`config.mk`:
```
export PLATFORM = sky130hd
export DESIGN_NAME = dsac_top
export DESIGN_NICKNAME = d
export VERILOG_FILES = /design/src/hw/dsac_pkg.sv /design/src/hw/dsac_sync.sv /design/src/hw/dsac_top.sv
export VERILOG_INCLUDE_DIRS = /design/src /design/src/hw
export SDC_FILE = /design/constraint.sdc
export NUM_CORES = 1
export LEC_CHECK = 0
export BUFFER_PORTS_ARGS = -buffer_cell sky130_fd_sc_hd__buf_2
export CORE_MARGIN = 4
export CORE_UTILIZATION = 60
export DETAILED_ROUTE_END_ITERATION = 16
export PLACE_DENSITY = 0.89
export SYNTH_ARGS = -nofsm -noshare
export SYNTH_HDL_FRONTEND = slang
export SYNTH_SLANG_ARGS = --single-unit
export TNS_END_PERCENT = 10
```
`constraint.sdc`:
```
create_clock -name CLK_IN -period 2.99 [get_ports CLK_IN]
set_clock_uncertainty 0.2 [all_clocks]
set_input_delay 0.299 -clock CLK_IN [delete_from_list [all_inputs] [get_ports CLK_IN]]
set_output_delay 0.299 -clock CLK_IN [all_outputs]
set_load 0.01 [all_outputs]
```
`src/hw/dsac_defines.svh`:
```
// Constants for the dual step attenuator control block
`ifndef DSAC_DEFINES_SVH
`define DSAC_DEFINES_SVH
`define DSAC_FRAME_BITS   56
`define DSAC_CNT_W        6
`define DSAC_CODE_W       5
`define DSAC_DAC_W        8
`define DSAC_P1_DAC_LSB   0
`define DSAC_P1_PRE_LSB   8
`define DSAC_P2_DAC_LSB   28
`define DSAC_P2_PRE_LSB   36
`define DSAC_PRE_FIELDS   4
`define DSAC_CODE_ZERO    5'h00
`define DSAC_DAC_ZERO     8'h00
`define DSAC_FRAME_ZERO   56'h00_0000_0000_0000
`endif

```
`src/hw/dsac_pkg.sv`:
```
// Types shared by the dual step attenuator control block
`include "dsac_defines.svh"
package dsac_pkg;
   typedef logic [`DSAC_CODE_W-1:0] dsac_code_t;
   typedef struct packed {
      logic [`DSAC_DAC_W-1:0]  dac;
      dsac_code_t [3:0]        preset;
   } dsac_path_cfg_t;
   typedef enum logic [1:0] {
      DSAC_PRE1,
      DSAC_PRE2,
      DSAC_PRE3,
      DSAC_PRE4
   } dsac_pre_sel_t;
endpackage : dsac_pkg

```
`src/hw/dsac_sync.sv`:
```
// Two flip-flop synchroniser for a bus of pin inputs
module dsac_sync #(
   parameter int W = 1
) (
   input  wire logic         clk_in,
   input  wire logic         resetn_in,
   input  wire logic [W-1:0] d_in,
   output logic      [W-1:0] q_out
);
   logic [W-1:0] meta_q;

   always_ff @(posedge clk_in) begin
      if (!resetn_in) begin
         meta_q <= '0;
         q_out  <= '0;
      end else begin
         meta_q <= d_in;
         q_out  <= meta_q;
      end
   end
endmodule : dsac_sync

```
`src/hw/dsac_top.sv`:
```
// Dual 5-bit step attenuator control: serial preset frame, preset select and parallel bus
`include "dsac_defines.svh"
module dsac_top
   import dsac_pkg::*;
(
   input  wire logic                   CLK_IN,
   input  wire logic                   RESETN_IN,
   input  wire logic                   SCLK_IN,
   input  wire logic                   CSN_IN,
   input  wire logic                   SDATA_IN,
   input  wire logic                   STEP_ATTEN_SOURCE_SELECT_IN,
   input  wire logic                   PATH1_PRESET_SELECT_LOW_IN,
   input  wire logic                   PATH1_PRESET_SELECT_HIGH_IN,
   input  wire logic                   PATH2_PRESET_SELECT_LOW_IN,
   input  wire logic                   PATH2_PRESET_SELECT_HIGH_IN,
   input  wire logic [`DSAC_CODE_W-1:0] PATH1_PARALLEL_STEP_CODE_IN,
   input  wire logic [`DSAC_CODE_W-1:0] PATH2_PARALLEL_STEP_CODE_IN,
   output logic      [`DSAC_CODE_W-1:0] PATH1_PARALLEL_STEP_CODE_OUT,
   output logic      [`DSAC_CODE_W-1:0] PATH2_PARALLEL_STEP_CODE_OUT,
   output logic                        PATH1_PARALLEL_STEP_CODE_OE_OUT,
   output logic                        PATH2_PARALLEL_STEP_CODE_OE_OUT,
   output logic      [`DSAC_CODE_W-1:0] PATH1_STAGE_ENABLE_OUT,
   output logic      [`DSAC_CODE_W-1:0] PATH2_STAGE_ENABLE_OUT,
   output logic      [`DSAC_DAC_W-1:0]  PATH1_DAC_CODE_OUT,
   output logic      [`DSAC_DAC_W-1:0]  PATH2_DAC_CODE_OUT
);
   localparam int SW = 8 + 2 * `DSAC_CODE_W;

   function automatic dsac_code_t pick_preset(input dsac_path_cfg_t cfg, input logic lo, input logic hi);
      dsac_pre_sel_t sel;
      sel = dsac_pre_sel_t'({hi, lo});
      unique case (sel)
         DSAC_PRE1: pick_preset = cfg.preset[0];
         DSAC_PRE2: pick_preset = cfg.preset[1];
         DSAC_PRE3: pick_preset = cfg.preset[2];
         DSAC_PRE4: pick_preset = cfg.preset[3];
      endcase
   endfunction : pick_preset

   // All pin inputs except clock and reset pass two flip-flops
   logic [SW-1:0] raw_w;
   logic [SW-1:0] sync_w;
   // Chip select passes inverted, so the synchroniser's zero reset is the idle level and fakes no frame end
   assign raw_w = {SCLK_IN, ~CSN_IN, SDATA_IN, STEP_ATTEN_SOURCE_SELECT_IN,
                   PATH1_PRESET_SELECT_LOW_IN, PATH1_PRESET_SELECT_HIGH_IN,
                   PATH2_PRESET_SELECT_LOW_IN, PATH2_PRESET_SELECT_HIGH_IN,
                   PATH1_PARALLEL_STEP_CODE_IN, PATH2_PARALLEL_STEP_CODE_IN};

   dsac_sync #(.W(SW)) u_sync (
      .clk_in    (CLK_IN),
      .resetn_in (RESETN_IN),
      .d_in      (raw_w),
      .q_out     (sync_w)
   );

   logic                    sclk_s, cs_s, sdata_s, src_s;
   logic                    p1_lo_s, p1_hi_s, p2_lo_s, p2_hi_s;
   logic [`DSAC_CODE_W-1:0] p1_par_s, p2_par_s;
   assign {sclk_s, cs_s, sdata_s, src_s, p1_lo_s, p1_hi_s, p2_lo_s, p2_hi_s, p1_par_s, p2_par_s} = sync_w;
   wire csn_s = !cs_s;

   logic                           sclk_q, csn_q;
   logic [`DSAC_FRAME_BITS-1:0]    shift_q, shift_d;
   logic [`DSAC_CNT_W-1:0]         cnt_q, cnt_d;
   logic                           over_q, over_d;
   logic [`DSAC_FRAME_BITS-1:0]    hold_q, hold_d;

   wire sclk_rise = sclk_s && !sclk_q;
   wire cs_rise   = csn_s && !csn_q;
   wire shifting  = !csn_s && sclk_rise;
   wire cnt_full  = (cnt_q == `DSAC_CNT_W'(`DSAC_FRAME_BITS));
   wire frame_ok  = cs_rise && cnt_full && !over_q;

   // MSB first: each bit enters at bit 0 and the first ends at bit 55
   assign shift_d = shifting ? {shift_q[`DSAC_FRAME_BITS-2:0], sdata_s} : shift_q;
   assign cnt_d   = csn_s ? '0 : (shifting && !cnt_full) ? cnt_q + 1'b1 : cnt_q;
   assign over_d  = csn_s ? 1'b0 : (over_q || (shifting && cnt_full));
   assign hold_d  = frame_ok ? shift_q : hold_q;

   always_ff @(posedge CLK_IN) begin
      if (!RESETN_IN) begin
         sclk_q  <= 1'b0;
         csn_q   <= 1'b1;
         shift_q <= `DSAC_FRAME_ZERO;
         cnt_q   <= '0;
         over_q  <= 1'b0;
         hold_q  <= `DSAC_FRAME_ZERO;
      end else begin
         sclk_q  <= sclk_s;
         csn_q   <= csn_s;
         shift_q <= shift_d;
         cnt_q   <= cnt_d;
         over_q  <= over_d;
         hold_q  <= hold_d;
      end
   end

   dsac_path_cfg_t cfg1_w, cfg2_w;
   assign cfg1_w.dac    = hold_q[`DSAC_P1_DAC_LSB +: `DSAC_DAC_W];
   assign cfg1_w.preset = hold_q[`DSAC_P1_PRE_LSB +: `DSAC_PRE_FIELDS*`DSAC_CODE_W];
   assign cfg2_w.dac    = hold_q[`DSAC_P2_DAC_LSB +: `DSAC_DAC_W];
   assign cfg2_w.preset = hold_q[`DSAC_P2_PRE_LSB +: `DSAC_PRE_FIELDS*`DSAC_CODE_W];

   dsac_code_t pre1_w, pre2_w, code1_w, code2_w;
   assign pre1_w  = pick_preset(cfg1_w, p1_lo_s, p1_hi_s);
   assign pre2_w  = pick_preset(cfg2_w, p2_lo_s, p2_hi_s);
   // The parallel pins are only read in parallel mode, so the echo never loops back
   assign code1_w = src_s ? pre1_w : p1_par_s;
   assign code2_w = src_s ? pre2_w : p2_par_s;

   always_ff @(posedge CLK_IN) begin
      if (!RESETN_IN) begin
         PATH1_STAGE_ENABLE_OUT          <= `DSAC_CODE_ZERO;
         PATH2_STAGE_ENABLE_OUT          <= `DSAC_CODE_ZERO;
         PATH1_PARALLEL_STEP_CODE_OUT    <= `DSAC_CODE_ZERO;
         PATH2_PARALLEL_STEP_CODE_OUT    <= `DSAC_CODE_ZERO;
         PATH1_PARALLEL_STEP_CODE_OE_OUT <= 1'b0;
         PATH2_PARALLEL_STEP_CODE_OE_OUT <= 1'b0;
         PATH1_DAC_CODE_OUT              <= `DSAC_DAC_ZERO;
         PATH2_DAC_CODE_OUT              <= `DSAC_DAC_ZERO;
      end else begin
         PATH1_STAGE_ENABLE_OUT          <= code1_w;
         PATH2_STAGE_ENABLE_OUT          <= code2_w;
         PATH1_PARALLEL_STEP_CODE_OUT    <= src_s ? pre1_w : `DSAC_CODE_ZERO;
         PATH2_PARALLEL_STEP_CODE_OUT    <= src_s ? pre2_w : `DSAC_CODE_ZERO;
         PATH1_PARALLEL_STEP_CODE_OE_OUT <= src_s;
         PATH2_PARALLEL_STEP_CODE_OE_OUT <= src_s;
         PATH1_DAC_CODE_OUT              <= cfg1_w.dac;
         PATH2_DAC_CODE_OUT              <= cfg2_w.dac;
      end
   end

   // Latch only on a chip select rise after exactly the full bit count
   frame_latch_a: assert property (@(posedge CLK_IN) disable iff (!RESETN_IN)
      (cs_rise && cnt_full && !over_q) |=> (hold_q == $past(shift_q)))
      else $error("Frame not latched on chip select rise");

   frame_reject_a: assert property (@(posedge CLK_IN) disable iff (!RESETN_IN)
      (cs_rise && (!cnt_full || over_q)) |=> $stable(hold_q))
      else $error("Malformed frame changed holding registers");

   hold_stable_a: assert property (@(posedge CLK_IN) disable iff (!RESETN_IN)
      !cs_rise |=> $stable(hold_q))
      else $error("Holding registers changed outside a frame end");

   echo_drive_a: assert property (@(posedge CLK_IN) disable iff (!RESETN_IN)
      src_s |=> (PATH1_PARALLEL_STEP_CODE_OE_OUT && PATH2_PARALLEL_STEP_CODE_OE_OUT
                 && PATH1_PARALLEL_STEP_CODE_OUT == PATH1_STAGE_ENABLE_OUT
                 && PATH2_PARALLEL_STEP_CODE_OUT == PATH2_STAGE_ENABLE_OUT))
      else $error("Serial mode code not echoed on parallel pins");

   par_mode_a: assert property (@(posedge CLK_IN) disable iff (!RESETN_IN)
      !src_s |=> (!PATH1_PARALLEL_STEP_CODE_OE_OUT && PATH1_STAGE_ENABLE_OUT == $past(p1_par_s)
                  && PATH2_STAGE_ENABLE_OUT == $past(p2_par_s)))
      else $error("Parallel mode code not applied");

   p1_preset_a: assert property (@(posedge CLK_IN) disable iff (!RESETN_IN)
      (src_s && {p1_hi_s, p1_lo_s} == 2'b01) |=> PATH1_STAGE_ENABLE_OUT == $past(hold_q[17:13]))
      else $error("Path one select 10 did not apply preset two");

   p2_preset_a: assert property (@(posedge CLK_IN) disable iff (!RESETN_IN)
      (src_s && {p2_hi_s, p2_lo_s} == 2'b10) |=> PATH2_STAGE_ENABLE_OUT == $past(hold_q[50:46]))
      else $error("Path two select 01 did not apply preset three");

   p1_fourth_a: assert property (@(posedge CLK_IN) disable iff (!RESETN_IN)
      (src_s && p1_lo_s && p1_hi_s) |=> PATH1_STAGE_ENABLE_OUT == $past(hold_q[27:23]))
      else $error("Path one preset four field wrong");

   p2_first_a: assert property (@(posedge CLK_IN) disable iff (!RESETN_IN)
      (src_s && !p2_lo_s && !p2_hi_s) |=> PATH2_STAGE_ENABLE_OUT == $past(hold_q[40:36]))
      else $error("Path two preset one field wrong");

   bit_count_a: assert property (@(posedge CLK_IN) disable iff (!RESETN_IN)
      (shifting && !cnt_full) |=> (cnt_q == $past(cnt_q) + 1'b1 && shift_q[0] == $past(sdata_s)))
      else $error("Serial bit not counted or shifted");

   csn_clear_a: assert property (@(posedge CLK_IN) disable iff (!RESETN_IN)
      csn_s |=> (cnt_q == '0 && !over_q))
      else $error("Bit count not cleared while chip select is high");

   frame_over_a: assert property (@(posedge CLK_IN) disable iff (!RESETN_IN)
      (shifting && cnt_full) |=> over_q)
      else $error("Extra serial bit not flagged");

   p1_first_a: assert property (@(posedge CLK_IN) disable iff (!RESETN_IN)
      (src_s && !p1_lo_s && !p1_hi_s)
      |=> PATH1_STAGE_ENABLE_OUT == $past(hold_q[`DSAC_P1_PRE_LSB +: `DSAC_CODE_W]))
      else $error("Path one select 00 did not apply preset one");

   p1_third_a: assert property (@(posedge CLK_IN) disable iff (!RESETN_IN)
      (src_s && !p1_lo_s && p1_hi_s)
      |=> PATH1_STAGE_ENABLE_OUT == $past(hold_q[`DSAC_P1_PRE_LSB + 2 * `DSAC_CODE_W +: `DSAC_CODE_W]))
      else $error("Path one select 01 did not apply preset three");

   p2_second_a: assert property (@(posedge CLK_IN) disable iff (!RESETN_IN)
      (src_s && p2_lo_s && !p2_hi_s)
      |=> PATH2_STAGE_ENABLE_OUT == $past(hold_q[`DSAC_P2_PRE_LSB + `DSAC_CODE_W +: `DSAC_CODE_W]))
      else $error("Path two select 10 did not apply preset two");

   p2_fourth_a: assert property (@(posedge CLK_IN) disable iff (!RESETN_IN)
      (src_s && p2_lo_s && p2_hi_s)
      |=> PATH2_STAGE_ENABLE_OUT == $past(hold_q[`DSAC_P2_PRE_LSB + 3 * `DSAC_CODE_W +: `DSAC_CODE_W]))
      else $error("Path two preset four field wrong");

   echo_off_a: assert property (@(posedge CLK_IN) disable iff (!RESETN_IN)
      !src_s |=> (PATH1_PARALLEL_STEP_CODE_OUT == `DSAC_CODE_ZERO
                  && PATH2_PARALLEL_STEP_CODE_OUT == `DSAC_CODE_ZERO && !PATH2_PARALLEL_STEP_CODE_OE_OUT))
      else $error("Parallel pins driven outside serial mode");

   dac_code_a: assert property (@(posedge CLK_IN) disable iff (!RESETN_IN)
      1'b1 |=> (PATH1_DAC_CODE_OUT == $past(hold_q[`DSAC_P1_DAC_LSB +: `DSAC_DAC_W])
                && PATH2_DAC_CODE_OUT == $past(hold_q[`DSAC_P2_DAC_LSB +: `DSAC_DAC_W])))
      else $error("Converter code not taken from its frame bits");
endmodule : dsac_top

```
==> results.txt <==
final setup TNS: 0 ps
P_int: 3.89 mW
row cnt: 38
outcome: finished clean
CTS tree: yes
via/cell ratio: 5.27
CORE AREA: 11000 µm²
CP top delay family: buffers and inverters
Iteration-0 DRC Markers: 277
CTS sink cnt: 194
Synth Cell Area: 6870 µm²
H-tree levels: 4
DR vias: 4777
commonest non-fill, non-tap cell in the layout: nand2_1
Final WS setup: 952 ps
Clock Tree Root: clkbuf_16
die width: 115 µm
CP bufs+invs: 2
Synth top area share: 56.5%
CTS clk-pin slew, worst paths: 70 ps
Worst R2R Setup Slack: 950 ps
dpl cells: 857
Setup WS pre-CTS: 995 ps
FF-to-FF End: hold_q[28]$_SDFFE_PN0P_
Leakage: 2.98 nW
Clk pwr share: 44.2%
Final period util: 68.2%
Net Sw Frac: 20.9%
Yosys top cell by area: dfxtp_1
final number of hold-violating endpoints: 0
layout cells sized above 1: 14.1%
IO Pins: 58
antenna cells: 0
area grow syn2layout: 15.1%
total global-route track usage: 20.9%
Hold Path Sink: shift_q[37]$_SDFFE_PN0P_
commonest cells after routing, fill and taps aside: 232 x nand2_1, 194 x dfxtp_1, 58 x mux2i_1
CP max-delay cell: buf_4
final core utilization: 71.7%
Finished Layout Cells: 907
reg-to-reg startpoint: cnt_q[0]$_SDFFE_PN0P_
Max Fanout on Critical Path: 29
Critical Path Max Stage Delay: 480 ps
wire length per cell: 14.5 µm
crit end category: register
gr ovfl total: 0
Max clock buf depth: 2
worst-margin pin slew: 683 ps
min-delay src: RESETN_IN
Worst Path Required: 3140 ps
Slew Viols, Final: 0
Seq cells post-synth: 194
HP Class: primary input to register
final HPWL from detailed placement: 8230 µm
first-pass GRT wire length: 22000 µm
Net Switching: 1.03 mW
Mapped Nets: 721
critical path arrival: 2190 ps
combinational share of power: 2.4%
Mapped Avg Cell Area: 9.83 µm²
WS Path Type: register to register
max-cap violations: 0
critical path launch point type: register
sequential area share after synthesis: 56.5%
Area contributors post-synth: dfxtp_1 57%, nand2_1 13%, mux2i_1 8.4%
Layout Nets: 776
crit-path cells: inv_1 > ha_1 > nand2_1 > nor4_4 > buf_4 > mux2i_1
Unique masters post-synth: 31
Remaining DRCs: 0
number of instances resized during post-cts repair: 0
Antenna Nets Post-Route: 0
worst-skew pair later-pin latency: 430 ps
hold path depth: 2
Flop pwr share: 53.4%
Initial Util: 62.3%
largest net degree at the start of global routing: 78
Worst slew margin: 54.5%
initial antenna violation count: 0
power per cell area: 621 nW/µm²
vias in the first global route: 4742
DR pass1 iterations: 5
IO Port Bufs: 57
Gate Count Post-Synth: 699
crit path time final: 2040 ps
cts bufs inserted: 17
Fmax: 0.491 GHz
synth warn: 0
Post-Route WL: 13100 µm
reg2reg path depth: 6
RSZ-0062 raised after global routing: false
gpl congestion: 0.755
Die Footprint: 13200 µm²
DIE HEIGHT: 115 µm
Final Setup Violations: 0
maximum VDD drop: 0.485 mV
layout make-up:
cell class / count / area (µm²)
flip-flops and latches: 194 / 3880
well taps: 140 / 175
inverters: 20 / 75.1
clock inverters: 11 / 104
clock buffers: 21 / 470
fillers: 749 / 3120
repair buffers: 83 / 528
multi-input cells: 438 / 2670
metrics by stage:
step	cell area [µm²]	hold slack (ps)	total power [mW]
3_3_place_gp	7150	215	2.78
6_report	7910	74.0	4.91
5_1_grt	7910	85.0	5.07
4_1_cts	7910	63.5	4.94
3_5_place_dp	7150	218	2.78
2_1_floorplan	6870	171	2.75
flip-flops by register name (all words and copies together), names as in the netlist:
register	flops
PATH2_DAC_CODE_OUT	8
hold_q	56
sclk_q	1
csn_q	1
PATH1_DAC_CODE_OUT	8
u_sync.q_out	18
PATH1_PARALLEL_STEP_CODE_OUT	5
cnt_q	6
over_q	1
u_sync.meta_q	18
shift_q	56
PATH1_STAGE_ENABLE_OUT	5
PATH2_PARALLEL_STEP_CODE_OUT	5
PATH2_STAGE_ENABLE_OUT	5
PATH2_PARALLEL_STEP_CODE_OE_OUT	1
routing by layer:
layer,track usage (%),up-vias,wire length [µm]
met2,36.2,129,6580
met4,9.55,0,279
met5,0,-,0
met3,5.21,23,647
li1,-,2373,-
met1,24.5,2252,5610
repair_timing:
item                                   CTS  global route
endpoints found under the hold margin   18             0
hold buffers                            18             0
setup buffers                            0             0
synth_stat cells (all sizes together):
library cell    n
nand4b          1
buf            18
nand2         232
nor2b           1
o31ai           1
clkinv          1
and2           49
dfxtp         194
or4             1
a311o           1
nand3b          1
a21oi           4
ha              2
a21boi         56
o31a            1
or3             3
o21ai           2
mux2i          58
nor4            2
a31o           10
o21a            1
and3b           1
clkbuf         29
nand3           1
mux4           10
inv            19
cell families after synthesis:
family | share of synthesized area [%]
buf+inv | 4.62
mux | 11.7
flops | 56.5
simple gates | 18.4
compound gates | 8.32
fa+ha+maj | 0.364
how the worst max path moves through the flow:
stage                                           start  depth (start not counted)                       to  slack (ps)
after detailed placement        cnt_q[0]$_SDFFE_PN0P_                          6  hold_q[32]$_SDFFE_PN0P_        1000
after CTS                       cnt_q[0]$_SDFFE_PN0P_                          6  hold_q[28]$_SDFFE_PN0P_         950
after floorplan           u_sync.q_out[16]$_SDFF_PN0_                          5  hold_q[15]$_SDFFE_PN0P_        1320
final                           cnt_q[0]$_SDFFE_PN0P_                          6  hold_q[28]$_SDFFE_PN0P_         950
after global routing            cnt_q[0]$_SDFFE_PN0P_                          6  hold_q[28]$_SDFFE_PN0P_         810
after global placement          cnt_q[0]$_SDFFE_PN0P_                          6  hold_q[47]$_SDFFE_PN0P_        1120
power groups by stage:
stage               Sequential (mW)  Clock (mW)  Combinational, mW
CTS                            2.62        2.20              0.117
global route                   2.62        2.31              0.131
floorplan                      2.68           0             0.0738
finish                         2.62        2.17              0.119
global placement               2.68           0             0.0949
detailed placement             2.68           0             0.0979
(Power assumes the default switching activity.)
